[config.mk]
export PLATFORM = sky130hd
export DESIGN_NAME = fmj_top
export DESIGN_NICKNAME = d
export VERILOG_FILES = /design/src/core/fmj_top.v
export VERILOG_INCLUDE_DIRS = /design/src /design/src/inc
export SDC_FILE = /design/constraint.sdc
export NUM_CORES = 2
export LEC_CHECK = 0
export CAP_MARGIN = 20
export CORE_UTILIZATION = 45
export CTS_BUF_LIST = sky130_fd_sc_hd__clkbuf_8
export CTS_CLUSTER_DIAMETER = 80
export DETAILED_ROUTE_END_ITERATION = 16
export DONT_BUFFER_PORTS = 1
export GPL_TIMING_DRIVEN = 0
export RECOVER_POWER = 100
export SYNTH_ARGS = -nofsm -noshare
export SYNTH_HDL_FRONTEND = slang
export SYNTH_SLANG_ARGS = --single-unit
[constraint.sdc]
create_clock -name aclk -period 7.9 [get_ports aclk]
set_input_delay 0 -clock aclk [delete_from_list [all_inputs] [get_ports aclk]]
set_output_delay 0 -clock aclk [all_outputs]
set_load 0.03 [all_outputs]
[src/inc/fmj_map.vh]
// register map, field positions, codes and timing constants of the frequency meter
`ifndef FMJ_MAP_VH
`define FMJ_MAP_VH

// register byte offsets
`define FMJ_OFS_CTRL      8'h00
`define FMJ_OFS_REQ       8'h04
`define FMJ_OFS_CHAN      8'h08
`define FMJ_OFS_OPERAND   8'h0C
`define FMJ_OFS_STATUS    8'h10
`define FMJ_OFS_RESULT    8'h1C
`define FMJ_OFS_FREQ0     8'h20

// control register fields
`define FMJ_CTRL_GATE_LSB 0
`define FMJ_CTRL_SEL_LSB  8
`define FMJ_CTRL_IEN_LSB  12
`define FMJ_REQ_STB_BIT   31

// status register fields
`define FMJ_STS_DONE_BIT  0
`define FMJ_STS_ERR_BIT   1
`define FMJ_WINDOW_STATE_OUT_LSB  8
`define FMJ_STS_CODE_LSB  16

// interrupt selection
`define FMJ_SEL_NONE      2'h0
`define FMJ_SEL_PROC      2'h1
`define FMJ_SEL_DIAG      2'h2

// request codes
`define FMJ_JOB_NOP       16'h0000
`define FMJ_JOB_WR_ITIME  16'h0004
`define FMJ_JOB_RD_ITIME  16'h0084

// answer codes
`define FMJ_ST_OK         16'h0000
`define FMJ_ST_ITIME_LOW  16'h0221
`define FMJ_ST_ITIME_HIGH 16'h0222
`define FMJ_ST_BAD_JOB    16'h02FF
`define FMJ_ST_PARAM      16'h8001
`define FMJ_ST_BAD_CHAN   16'h8009
`define FMJ_CHAN_LIMIT    16'h0003

// integration time limits in milliseconds
`define FMJ_ITIME_MIN     32'h0000_000A
`define FMJ_ITIME_MAX     32'h0000_2710

// timing
`define FMJ_CLK_PERIOD_PS 32'h0000_0FA0
`define FMJ_TICK_PS       32'h3B9A_CA00
`define FMJ_MHZ_PER_CNT   64'h0000_0000_000F_4240
`define FMJ_DIV_STEPS     7'h40
`define FMJ_SAT           32'hFFFF_FFFF

// axi answers
`define FMJ_RESP_OKAY     2'h0
`define FMJ_RESP_SLVERR   2'h2

`endif

[src/core/fmj_top.v]
// four-channel frequency meter with request interface, reached over axi4-lite
//
// Design decisions made here: the register offsets and the AXI4-Lite interface to the registers.
`timescale 1ns/1ps
`include "fmj_map.vh"

// Notes on behaviour
// - integration time per channel, 10 to 10000 ms, is the counting window.
// - with end interrupt enabled and an interrupt choice other than none, each finished window raises a hardware interrupt.
// - interrupt choice none, process, diag plus process; diag only for lost interrupt.
// - a request starts only on a low to high strobe edge.
// - code 00h nop, 04h writes integration time, 84h reads it back.
// - a write takes the 32-bit operand, accepting only 10 to 10000 ms.
// - request handled at once; done reads false for that one cycle only.
// - after reset done is true, error flag false, error code zero.
// - a failed request sets the error flag and a cause code.
// - codes 0000h ok, 0221h low, 0222h high, 02FFh unknown request.
// - channel above 3 gives 8009h; above device maximum gives 8001h.
// - read answers appear in the 32-bit read result at offset 28.
// - measurement follows only the software gate; no hardware gate input.
// - gate state is output as a status bit, false after reset.
// - frequency result is 32 bits in millihertz.
// - a window without rising edges yields a result of zero.
// - the result changes only when a window expires.
// - the plain counting function stays off while measuring frequency.
module fmj_top #(
	parameter NUM_CH   = 4,
	parameter MAX_CH   = 3,
	parameter TICK_CYC = `FMJ_TICK_PS / `FMJ_CLK_PERIOD_PS
) (
	// clock and reset
	input  wire                aclk,
	input  wire                aresetn,
	// axi4-lite write
	input  wire [7:0]          s_axi_awaddr,
	input  wire                s_axi_awvalid,
	output wire                s_axi_awready,
	input  wire [31:0]         s_axi_wdata,
	input  wire [3:0]          s_axi_wstrb,
	input  wire                s_axi_wvalid,
	output wire                s_axi_wready,
	output wire [1:0]          s_axi_bresp,
	output wire                s_axi_bvalid,
	input  wire                s_axi_bready,
	// axi4-lite read
	input  wire [7:0]          s_axi_araddr,
	input  wire                s_axi_arvalid,
	output wire                s_axi_arready,
	output wire [31:0]         s_axi_rdata,
	output wire [1:0]          s_axi_rresp,
	output wire                s_axi_rvalid,
	input  wire                s_axi_rready,
	// measured signals, interrupt lines and gate state outputs
	input  wire [NUM_CH-1:0]   meas_in,
	input  wire [NUM_CH-1:0]   irq_ack,
	output wire [NUM_CH-1:0]   proc_irq,
	output wire [NUM_CH-1:0]   diag_irq,
	output wire [NUM_CH-1:0]   window_state_out
);

	reg  [7:0]           awaddr_reg;
	reg                  awready_reg;
	reg                  wready_reg;
	reg                  aw_have_reg;
	reg  [31:0]          wdata_reg;
	reg  [3:0]           wstrb_reg;
	reg                  w_have_reg;
	reg                  bvalid_reg;
	reg  [1:0]           bresp_reg;
	reg                  arready_reg;
	reg                  rvalid_reg;
	reg  [31:0]          rdata_reg;
	reg  [1:0]           rresp_reg;
	reg  [31:0]          ctrl_reg;
	reg  [31:0]          req_reg;
	reg  [15:0]          chan_reg;
	reg  [31:0]          operand_reg;
	reg  [31:0]          result_reg;
	reg                  done_reg;
	reg                  err_reg;
	reg  [15:0]          code_reg;
	reg                  stb_d_reg;
	reg  [14*NUM_CH-1:0] itime_reg;
	reg  [31:0]          tick_cnt_reg;
	reg                  tick_reg;
	reg  [NUM_CH-1:0]    gate_reg;
	reg  [31:0]          rd_next;
	reg  [1:0]           rresp_next;
	reg  [15:0]          code_next;
	reg  [31:0]          wmask;
	integer              i;
	integer              k;
	wire [32*NUM_CH-1:0] freq_bus;
	wire                 wr_fire;
	wire                 stb_rise;
	wire [1:0]           irq_sel;

	localparam [31:0] ITIME_RST = `FMJ_ITIME_MIN;

	assign s_axi_awready    = awready_reg;
	assign s_axi_wready     = wready_reg;
	assign s_axi_bvalid     = bvalid_reg;
	assign s_axi_bresp      = bresp_reg;
	assign s_axi_arready    = arready_reg;
	assign s_axi_rvalid     = rvalid_reg;
	assign s_axi_rdata      = rdata_reg;
	assign s_axi_rresp      = rresp_reg;
	assign window_state_out = gate_reg;
	assign wr_fire          = aw_have_reg & w_have_reg & ~bvalid_reg;
	assign stb_rise         = req_reg[`FMJ_REQ_STB_BIT] & ~stb_d_reg;
	assign irq_sel          = ctrl_reg[`FMJ_CTRL_SEL_LSB +: 2];

	always @* begin
		for (i = 0; i < 4; i = i + 1) begin
			wmask[8*i +: 8] = {8{wstrb_reg[i]}};
		end
	end

	// write channel: address and data taken in either order
	always @(posedge aclk) begin
		if (!aresetn) begin
			aw_have_reg <= 1'b0;
			w_have_reg  <= 1'b0;
			awready_reg <= 1'b0;
			wready_reg  <= 1'b0;
			awaddr_reg  <= 8'h00;
			wdata_reg   <= 32'h0000_0000;
			wstrb_reg   <= 4'h0;
			bvalid_reg  <= 1'b0;
			bresp_reg   <= `FMJ_RESP_OKAY;
		end else begin
			// ready flops mirror the holding and response state after this edge
			awready_reg <= ~wr_fire & ~(aw_have_reg | (s_axi_awvalid & awready_reg)) &
				~(bvalid_reg & ~s_axi_bready);
			wready_reg  <= ~wr_fire & ~(w_have_reg | (s_axi_wvalid & wready_reg)) &
				~(bvalid_reg & ~s_axi_bready);
			if (s_axi_awvalid && s_axi_awready) begin
				aw_have_reg <= 1'b1;
				awaddr_reg  <= s_axi_awaddr;
			end
			if (s_axi_wvalid && s_axi_wready) begin
				w_have_reg <= 1'b1;
				wdata_reg  <= s_axi_wdata;
				wstrb_reg  <= s_axi_wstrb;
			end
			if (wr_fire) begin
				aw_have_reg <= 1'b0;
				w_have_reg  <= 1'b0;
				bvalid_reg  <= 1'b1;
				case ({awaddr_reg[7:2], 2'b00})
					`FMJ_OFS_CTRL, `FMJ_OFS_REQ, `FMJ_OFS_CHAN, `FMJ_OFS_OPERAND:
						bresp_reg <= `FMJ_RESP_OKAY;
					default: bresp_reg <= `FMJ_RESP_SLVERR;
				endcase
			end else if (bvalid_reg && s_axi_bready) begin
				bvalid_reg <= 1'b0;
			end
		end
	end

	// writable registers; the gate lives only here, no hardware gate pin
	always @(posedge aclk) begin
		if (!aresetn) begin
			ctrl_reg    <= 32'h0000_0000;
			req_reg     <= 32'h0000_0000;
			chan_reg    <= 16'h0000;
			operand_reg <= 32'h0000_0000;
		end else if (wr_fire) begin
			case ({awaddr_reg[7:2], 2'b00})
				`FMJ_OFS_CTRL:    ctrl_reg    <= (ctrl_reg & ~wmask) | (wdata_reg & wmask);
				`FMJ_OFS_REQ:     req_reg     <= (req_reg & ~wmask) | (wdata_reg & wmask);
				`FMJ_OFS_CHAN:    chan_reg    <= (chan_reg & ~wmask[15:0]) |
					(wdata_reg[15:0] & wmask[15:0]);
				`FMJ_OFS_OPERAND: operand_reg <= (operand_reg & ~wmask) | (wdata_reg & wmask);
				default: ;
			endcase
		end
	end

	always @(posedge aclk) begin
		if (!aresetn) begin
			gate_reg <= {NUM_CH{1'b0}};
		end else begin
			gate_reg <= ctrl_reg[`FMJ_CTRL_GATE_LSB +: NUM_CH];
		end
	end

	// read channel
	always @* begin
		rd_next    = 32'h0000_0000;
		rresp_next = `FMJ_RESP_OKAY;
		case ({s_axi_araddr[7:2], 2'b00})
			`FMJ_OFS_CTRL:    rd_next = ctrl_reg;
			`FMJ_OFS_REQ:     rd_next = req_reg;
			`FMJ_OFS_CHAN:    rd_next = {16'h0000, chan_reg};
			`FMJ_OFS_OPERAND: rd_next = operand_reg;
			`FMJ_OFS_STATUS: begin
				rd_next[`FMJ_STS_DONE_BIT]             = done_reg;
				rd_next[`FMJ_STS_ERR_BIT]              = err_reg;
				rd_next[`FMJ_WINDOW_STATE_OUT_LSB +: NUM_CH]   = gate_reg;
				rd_next[`FMJ_STS_CODE_LSB +: 16]       = code_reg;
			end
			`FMJ_OFS_RESULT:  rd_next = result_reg;
			default: begin
				if (s_axi_araddr >= `FMJ_OFS_FREQ0 &&
					s_axi_araddr < `FMJ_OFS_FREQ0 + 4 * NUM_CH) begin
					rd_next = freq_bus[32 * s_axi_araddr[3:2] +: 32];
				end else begin
					rresp_next = `FMJ_RESP_SLVERR;
				end
			end
		endcase
	end

	always @(posedge aclk) begin
		if (!aresetn) begin
			arready_reg <= 1'b0;
			rvalid_reg  <= 1'b0;
			rdata_reg   <= 32'h0000_0000;
			rresp_reg   <= `FMJ_RESP_OKAY;
		end else begin
			arready_reg <= ~rvalid_reg & ~(s_axi_arvalid & arready_reg);
			if (s_axi_arvalid && arready_reg) begin
				rvalid_reg <= 1'b1;
				rdata_reg  <= rd_next;
				rresp_reg  <= rresp_next;
			end else if (rvalid_reg && s_axi_rready) begin
				rvalid_reg <= 1'b0;
			end
		end
	end

	// request decode; channel checks take priority over the code
	always @* begin
		code_next = `FMJ_ST_OK;
		if (chan_reg > `FMJ_CHAN_LIMIT) begin
			code_next = `FMJ_ST_BAD_CHAN;
		end else if (chan_reg > MAX_CH) begin
			code_next = `FMJ_ST_PARAM;
		end else begin
			case (req_reg[15:0])
				`FMJ_JOB_NOP:      code_next = `FMJ_ST_OK;
				`FMJ_JOB_RD_ITIME: code_next = `FMJ_ST_OK;
				`FMJ_JOB_WR_ITIME: begin
					if (operand_reg < `FMJ_ITIME_MIN) begin
						code_next = `FMJ_ST_ITIME_LOW;
					end else if (operand_reg > `FMJ_ITIME_MAX) begin
						code_next = `FMJ_ST_ITIME_HIGH;
					end
				end
				default: code_next = `FMJ_ST_BAD_JOB;
			endcase
		end
	end

	// request execution: done low only in the cycle after the strobe edge
	always @(posedge aclk) begin
		if (!aresetn) begin
			stb_d_reg  <= 1'b0;
			done_reg   <= 1'b1;
			err_reg    <= 1'b0;
			code_reg   <= `FMJ_ST_OK;
			result_reg <= 32'h0000_0000;
			itime_reg  <= {NUM_CH{ITIME_RST[13:0]}};
		end else begin
			stb_d_reg <= req_reg[`FMJ_REQ_STB_BIT];
			done_reg  <= 1'b1;
			if (stb_rise) begin
				done_reg <= 1'b0;
				err_reg  <= (code_next != `FMJ_ST_OK);
				code_reg <= code_next;
				if (code_next == `FMJ_ST_OK) begin
					for (k = 0; k < NUM_CH; k = k + 1) begin
						if (chan_reg == k && req_reg[15:0] == `FMJ_JOB_WR_ITIME) begin
							itime_reg[14*k +: 14] <= operand_reg[13:0];
						end
						if (chan_reg == k && req_reg[15:0] == `FMJ_JOB_RD_ITIME) begin
							result_reg <= {18'h0_0000, itime_reg[14*k +: 14]};
						end
					end
				end
			end
		end
	end

	// shared millisecond tick
	always @(posedge aclk) begin
		if (!aresetn) begin
			tick_cnt_reg <= 32'h0000_0000;
			tick_reg     <= 1'b0;
		end else begin
			tick_reg <= (tick_cnt_reg == TICK_CYC - 1);
			if (tick_cnt_reg == TICK_CYC - 1) begin
				tick_cnt_reg <= 32'h0000_0000;
			end else begin
				tick_cnt_reg <= tick_cnt_reg + 32'h0000_0001;
			end
		end
	end

	genvar g;
	generate
		for (g = 0; g < NUM_CH; g = g + 1) begin : ch
			reg  [13:0] ms_reg;
			reg  [31:0] pulse_reg;
			reg         gate_d_reg;
			reg         meas_d_reg;
			reg         busy_reg;
			reg  [6:0]  step_reg;
			reg  [63:0] dvd_reg;
			reg  [14:0] rem_reg;
			reg  [13:0] dvs_reg;
			reg  [31:0] freq_reg;
			reg         pend_reg;
			reg         pirq_reg;
			reg         dirq_reg;
			wire [14:0] rem_sh;
			wire        win_end;
			wire        pirq_set;

			assign rem_sh   = {rem_reg[13:0], dvd_reg[63]};
			assign win_end  = gate_reg[g] & gate_d_reg & tick_reg &
				(ms_reg + 14'h0001 >= itime_reg[14*g +: 14]);
			assign pirq_set = win_end & (irq_sel != `FMJ_SEL_NONE) &
				ctrl_reg[`FMJ_CTRL_IEN_LSB + g];
			assign freq_bus[32*g +: 32] = freq_reg;
			assign proc_irq[g] = pirq_reg;
			assign diag_irq[g] = dirq_reg;

			// only frequency edges are counted here; no up/down counter path exists
			always @(posedge aclk) begin
				if (!aresetn) begin
					ms_reg     <= 14'h0000;
					pulse_reg  <= 32'h0000_0000;
					gate_d_reg <= 1'b0;
					meas_d_reg <= 1'b0;
					busy_reg   <= 1'b0;
					step_reg   <= 7'h00;
					dvd_reg    <= 64'h0000_0000_0000_0000;
					rem_reg    <= 15'h0000;
					dvs_reg    <= 14'h0001;
					freq_reg   <= 32'h0000_0000;
				end else begin
					gate_d_reg <= gate_reg[g];
					meas_d_reg <= meas_in[g];
					if (gate_reg[g] && !gate_d_reg) begin
						ms_reg    <= 14'h0000;
						pulse_reg <= 32'h0000_0000;
					end else if (win_end) begin
						ms_reg    <= 14'h0000;
						// an edge on the closing cycle opens the next count, none is lost
						pulse_reg <= {31'h0000_0000, meas_in[g] & ~meas_d_reg};
						if (pulse_reg == 32'h0000_0000) begin
							freq_reg <= 32'h0000_0000;
						end else begin
							busy_reg <= 1'b1;
							step_reg <= 7'h00;
							rem_reg  <= 15'h0000;
							dvs_reg  <= itime_reg[14*g +: 14];
							dvd_reg  <= {32'h0000_0000, pulse_reg} * `FMJ_MHZ_PER_CNT;
						end
					end else if (gate_reg[g]) begin
						if (tick_reg) begin
							ms_reg <= ms_reg + 14'h0001;
						end
						if (meas_in[g] && !meas_d_reg) begin
							pulse_reg <= pulse_reg + 32'h0000_0001;
						end
					end
					// restoring divide, one quotient bit per cycle
					if (busy_reg && !win_end) begin
						if (rem_sh >= {1'b0, dvs_reg}) begin
							rem_reg <= rem_sh - {1'b0, dvs_reg};
							dvd_reg <= {dvd_reg[62:0], 1'b1};
						end else begin
							rem_reg <= rem_sh;
							dvd_reg <= {dvd_reg[62:0], 1'b0};
						end
						step_reg <= step_reg + 7'h01;
						if (step_reg == `FMJ_DIV_STEPS - 7'h01) begin
							busy_reg <= 1'b0;
						end
					end else if (!busy_reg && step_reg == `FMJ_DIV_STEPS) begin
						step_reg <= 7'h00;
						freq_reg <= (dvd_reg[63:32] != 32'h0000_0000) ? `FMJ_SAT :
							dvd_reg[31:0];
					end
				end
			end

			// pending set beats a same-cycle acknowledge
			always @(posedge aclk) begin
				if (!aresetn) begin
					pend_reg <= 1'b0;
					pirq_reg <= 1'b0;
					dirq_reg <= 1'b0;
				end else begin
					pirq_reg <= pirq_set;
					dirq_reg <= pirq_set & pend_reg & ~irq_ack[g] &
						(irq_sel == `FMJ_SEL_DIAG);
					if (pirq_set) begin
						pend_reg <= 1'b1;
					end else if (irq_ack[g]) begin
						pend_reg <= 1'b0;
					end
				end
			end
		end
	endgenerate

endmodule

### After elaboration in Yosys (flattened, before gate mapping)

Index checks and enable logic that the tools add are counted.

| word-level totals | value |
|---|---|
| register bits after elaboration | 1075 |
| logic and storage cells | 525 |
| bits of input ports | 67 |

| cells by class | value |
|---|---|
| order comparisons | 14 |
| reductions and logical operators | 130 |
| shift operators | 1 |
| $mul | 4 |
| add/sub/neg operators | 17 |
| equal/unequal tests | 39 |
| muxes and demuxes | 147 |
| bitwise operators | 88 |

Operator list:

| cell | number |
|---|---|
| $mux W64 | 16 |
| $mux W32 | 29 |
| $mux W14 | 20 |
| $mul A32 B14 Y46 const B | 4 |
| $add A32 B1 Y32 const B | 5 |
| $mux W7 | 20 |
| $and A32 B32 Y32 | 4 |
| $logic_not A32 Y1 | 4 |
| $reduce_bool A32 Y1 | 4 |
| $shiftx A128 B8 Y32 | 1 |
| $or A32 B32 Y32 | 3 |
| $pmux W16 S6 | 1 |
| $ge A15 B14 Y1 | 4 |
| $add A14 B1 Y14 const B | 4 |
| $ge A14 B14 Y1 | 4 |
| $sub A14 B14 Y14 | 4 |
| $reduce_and A3 Y1 | 17 |
| $mux W1 | 49 |
| $and A1 B1 Y1 | 48 |
| $logic_not A16 Y1 | 3 |
| $pmux W4 S6 | 2 |
| $reduce_bool A2 Y1 | 19 |
| $pmux W6 S6 | 1 |
| $and A16 B16 Y16 | 2 |
| other kinds (40) | 172 |

### Longest topological paths before layout

| logic depth | value |
|---|---|
| depth in word-level cells | 8 |
| depth in mapped cells | 22 |
| depth with buffers taken out | 21 |

### Least setup slack after synthesis

OpenSTA, ideal clock, no wires.

| timing path | value |
|---|---|
| path type | flip-flop to flip-flop |
| from | reg ch[1].pulse_reg[2] |
| to | reg ch[1].dvd_reg[48] |
| data required time | 7.772 ns |
| library setup time | 0.128 ns |
| data arrival time | 5.711 ns |
| path slack | 2.062 ns |
| stages on the path, launching flop included | 21 |
| path through | dfxtp_1 > inv_1 > fa_1 > inv_1 > fa_1 > fa_1 > fa_1 > ha_1 > inv_1 > fa_1 > inv_1 > ha_1 > a21o_1 > a21o_1 > a221o_1 > a31oi_1 > o22ai_1 > a2111oi_2 > nor3_1 > a211oi_1 > o21ai_1 |

| between the ends | value |
|---|---|
| longest elaborated chain between the ends | 5 |
| elaborated cells on any way between the ends | 8 |

RTL lines:

| item | RTL line | text |
|---|---|---|
| start: declaration | fmj_top.v:305 | `reg [31:0] pulse_reg;` |
| start signal: assignment | fmj_top.v:352 | `pulse_reg <= {31'h0000_0000, meas_in[g] & ~meas_d_reg};` |
| start signal: assignment | fmj_top.v:367 | `pulse_reg <= pulse_reg + 32'h0000_0001;` |
| $mul A32 B14 Y46 (no line) | -- |  |
| $mux W64 | fmj_top.v:353 | `if (pulse_reg == 32'h0000_0000) begin` |
| $mux W64 | fmj_top.v:349 | `end else if (win_end) begin` |
| $mux W64 | fmj_top.v:346 | `if (gate_reg[g] && !gate_d_reg) begin` |
| $mux W64 | fmj_top.v:371 | `if (busy_reg && !win_end) begin` |
| end signal: assignment | fmj_top.v:360 | `` dvd_reg <= {32'h0000_0000, pulse_reg} * `FMJ_MHZ_PER_CNT; `` |
| end signal: assignment | fmj_top.v:374 | `dvd_reg <= {dvd_reg[62:0], 1'b1};` |
| end signal: assignment | fmj_top.v:377 | `dvd_reg <= {dvd_reg[62:0], 1'b0};` |
| end: declaration | fmj_top.v:310 | `reg [63:0] dvd_reg;` |

Parallel ways exist; a longest one is shown, timed or not. The select of a mux whose other input is x is not followed.
A chain may end at the register's enable or synchronous reset.

### Final worst setup path

| timing path | value |
|---|---|
| from | reg ch[2].pulse_reg[5] |
| to | reg ch[2].dvd_reg[41] |

| between the ends | value |
|---|---|
| longest elaborated chain between the ends | 5 |
| elaborated cells on any way between the ends | 8 |

RTL lines:

| item | RTL line |
|---|---|
| start: declaration | fmj_top.v:305 |
| start signal: assignment | fmj_top.v:352 |
| start signal: assignment | fmj_top.v:367 |
| $mul A32 B14 Y46 (no line) | -- |
| $mux W64 | fmj_top.v:353 |
| $mux W64 | fmj_top.v:349 |
| $mux W64 | fmj_top.v:346 |
| $mux W64 | fmj_top.v:371 |
| end signal: assignment | fmj_top.v:360 |
| end signal: assignment | fmj_top.v:374 |
| end signal: assignment | fmj_top.v:377 |
| end: declaration | fmj_top.v:310 |

Parallel ways exist; a longest one is shown, timed or not. The select of a mux whose other input is x is not followed.

==> impl_metrics.env <==
export IMPL_cts_tree="yes"
export IMPL_yosysSeqAreaShare_pct=27.1
export IMPL_end_kind="flop"
export IMPL_min_delay_start="s_axi_araddr[2]"
export IMPL_grt_pass1_vias=64200
export IMPL_cp_max_fo=8
export IMPL_power_per_cell_area_nw_per_um2=136
export IMPL_rows=151
export IMPL_synth_compound_area_share_pct=16.0
export IMPL_port_buffer_count=0
export IMPL_finalWeightedCongestion=1.03
export IMPL_yosys_area_share_xor_xnor_pct=4.91
export IMPL_synthAdderAreaFrac_pct=29.0
export IMPL_slew_viol_final=68
export IMPL_synth_top_family_by_area="adder cells"
export IMPL_reg2reg_from="ch[2].pulse_reg[5]$_SDFFE_PP0P_"
export IMPL_hold_violations=0
export IMPL_synth_edf_count=0
export IMPL_grt_pass1_wl_mm=396
export IMPL_crit_start="ch[2].pulse_reg[5]$_SDFFE_PP0P_"
export IMPL_grt_use_total_pct=30.0
export IMPL_failed_checks="capacitance limit, slew limit"
export IMPL_synthCells=8846
export IMPL_cts_buffers=191
export IMPL_ys_warn_count=0
export IMPL_status="complete, but fails checks"
export IMPL_cp_arrival_ps=7760
export IMPL_start_util_pct=45.4
export IMPL_finalSetupViolCount=0
export IMPL_fin_tns_setup_ps=0
export IMPL_drive_gt1_share_pct=4.39
export IMPL_p_leak_nw=39.0
export IMPL_timing_fmax_mhz=145
export IMPL_finClkSkew_ps=38.8
export IMPL_syn_area_per_cell_um2=8.70
export IMPL_async_reset_ff_share_pct=0
export IMPL_cp_data_required_time_ps=8790
export IMPL_finalWirelength_mm=261
export IMPL_core_um2=170000
export IMPL_overflow=0
export IMPL_ir_worst_vdd_mv=0.154
export IMPL_synth_top_flop_cell="dfxtp_1"
export IMPL_n_fill_cell=16300
export IMPL_syn_area_um2=77000
export IMPL_drc=0
export IMPL_grt_start_max_net_pins=17
export IMPL_root_buffer="clkbuf_8"
export IMPL_relSlewSlack_pct=-28.8
export IMPL_drtAntennaViolNets=0
export IMPL_synthToLayoutAreaGrowth_pct=11.0
export IMPL_clock_latency_ps=970
export IMPL_clkTransAtPathRegs_ps=70
export IMPL_startpoint_type="flop"
export IMPL_synth_cell_types=89
export IMPL_wl_per_cell_um=22.5
export IMPL_fp_dieH_um=416
export IMPL_dpl_hpwl_mm=207
export IMPL_cap_violations=6
export IMPL_die_area_um2=173000
export IMPL_ys_seq_elements=1043
export IMPL_drtIter0Drc=5213
export IMPL_num_vias=65000
export IMPL_num_nets_final=10700
export IMPL_antenna_found_initial=24
export IMPL_rsz0062_at_grt="false"
export IMPL_worst_pin_slew_ps=1930
export IMPL_clockBufferDepth=3
export IMPL_htreeDepth=4
export IMPL_ios=120
export IMPL_min_period_ps=6870
export IMPL_fp_dieW_um=416
export IMPL_yosys_area_share_simple_pct=14.2
export IMPL_finalCritPeriodShare_pct=87.0
export IMPL_dp_cells=11100
export IMPL_layout_cells_non_filler=11600
export IMPL_vias_per_cell=5.61
export IMPL_synth_mux_area_share_pct=1.88
export IMPL_first_pass_iters=8
export IMPL_holdCritPathClass="primary input to flop"
export IMPL_cts_sinks=1043
export IMPL_path_class="flop to flop"
-- final timing paths --
check / end / depth (start not counted) / slack (ps)
setup reg to reg: ch[2].dvd_reg[41]$_SDFFE_PN0P_ / 19 / 1030
hold reg to reg: ch[0].dvs_reg[11]$_SDFFE_PN0P_ / 2 / 450
setup / recovery: ch[2].dvd_reg[41]$_SDFFE_PN0P_ / 19 / 1030
hold / removal: s_axi_rdata[15]$_SDFFE_PN0P_ / 6 / 100
-- placed cells by master (no fill, tap or decap), types with 309 or more instances in the layout --
| cell | netlist | final |
|---|---|---|
| nand2_1 | 838 | 839 |
| o21ai_0 | 356 | 400 |
| inv_1 | 969 | 1010 |
| clkbuf_1 | 345 | 391 |
| ha_1 | 917 | 917 |
| dfxtp_1 | 1043 | 1043 |
| a21oi_1 | 745 | 745 |
| nor2_1 | 706 | 706 |
| nand3_1 | 309 | 309 |
| fa_1 | 544 | 544 |
-- cell type report --
type | instances | area, µm² | share of cell area (%)
multi-input cells | 6420 | 50800 | 59.4
flip-flops and latches | 1043 | 20900 | 24.4
inverters | 969 | 3640 | 4.26
clock buffers | 246 | 3390 | 3.96
well taps | 2218 | 2780 | 3.25
plain buffers | 415 | 1590 | 1.86
repair buffers | 150 | 1460 | 1.71
clock inverters | 103 | 901 | 1.05
diodes | 20 | 50.0 | 0.0586
-- cells in the mapped netlist (35+ instances only) --
cell type / n / area share [%]
dfxtp_1: 1043 / 27
inv_1: 969 / 4.7
ha_1: 917 / 15
nand2_1: 838 / 4.1
a21oi_1: 745 / 4.8
nor2_1: 706 / 3.4
fa_1: 544 / 14
o21ai_0: 356 / 2.3
clkbuf_1: 345 / 1.7
nand3_1: 309 / 2.0
xnor2_1: 294 / 3.3
a22oi_1: 245 / 2.4
xor2_1: 138 / 1.6
a21o_1: 113 / 1.1
nand4_1: 95 / 0.77
nor3_1: 84 / 0.55
and3_1: 71 / 0.58
nor4_1: 66 / 0.54
a31oi_1: 64 / 0.52
o21ai_1: 64 / 0.42
a211oi_1: 60 / 0.59
o211ai_1: 54 / 0.53
mux2i_1: 48 / 0.62
and2_1: 47 / 0.38
nand2b_1: 45 / 0.37
o31ai_1: 42 / 0.41
a221oi_1: 38 / 0.43
or3_1: 37 / 0.30
o22ai_1: 36 / 0.29
nor2b_1: 35 / 0.28
-- worst max-delay path, stage by stage (launching register included) --
cell	delay, ps
dfxtp_1	580
inv_1	240
fa_1	590
inv_1	60
fa_1	500
fa_1	580
fa_1	430
ha_1	290
inv_1	50
fa_1	500
inv_1	40
ha_1	270
clkbuf_1	280
nand3_1	120
o311ai_0	820
a31oi_1	360
o31a_1	340
or3b_1	370
a211o_1	300
nand3_1	80
-- report_power, final --
part           leakage, nW  switching (mW)  internal (mW)  total (mW)
Clock                 2.38            2.58           3.27        5.85
Combinational         28.2           0.291          0.102       0.392
Sequential            8.41          0.0667           5.29        5.35
Total                 39.0            2.93           8.66        11.6
-- per-stage QoR --
stage	power (mW)	hold WS (ps)	cell area [µm²]	setup WS, ps	utilization [%]
after global placement	5.79	78.1	79800	1180	47.0
after CTS	11.7	33.3	85600	1180	50.5
final	11.6	102	85500	1030	50.4
after detailed placement	5.81	79.7	80000	1170	47.1
after floorplan	5.61	75.7	77000	2060	-
after global routing	11.9	96.6	85400	722	50.4
-- kinds of logic after synthesis --
family                     count (synthesis)
AOI/OAI and AO/OA                       2006
and+or+nand+nor                         2418
other                                      1
adders and majority gates               1461
DFF                                     1043
buffers and inverters                   1384
muxes                                    101
xor gates and xnor gates                 432
-- per-layer routing --
metal	track usage, %	part of all wire [%]
met4	14.2	5.3
met2	48.9	46
met5	0	0.024
met3	4.16	5.9
met1	39.1	43
-- what timing repair did --
action / CTS / global route
buffers inserted: 0 / 0
hold buffers: 135 / 0
endpoints found under the setup margin: 0 / 0
endpoints found under the hold margin: 200 / 0
resized for setup: 0 / 0
Note: power is estimated with default switching activity, not from simulation.
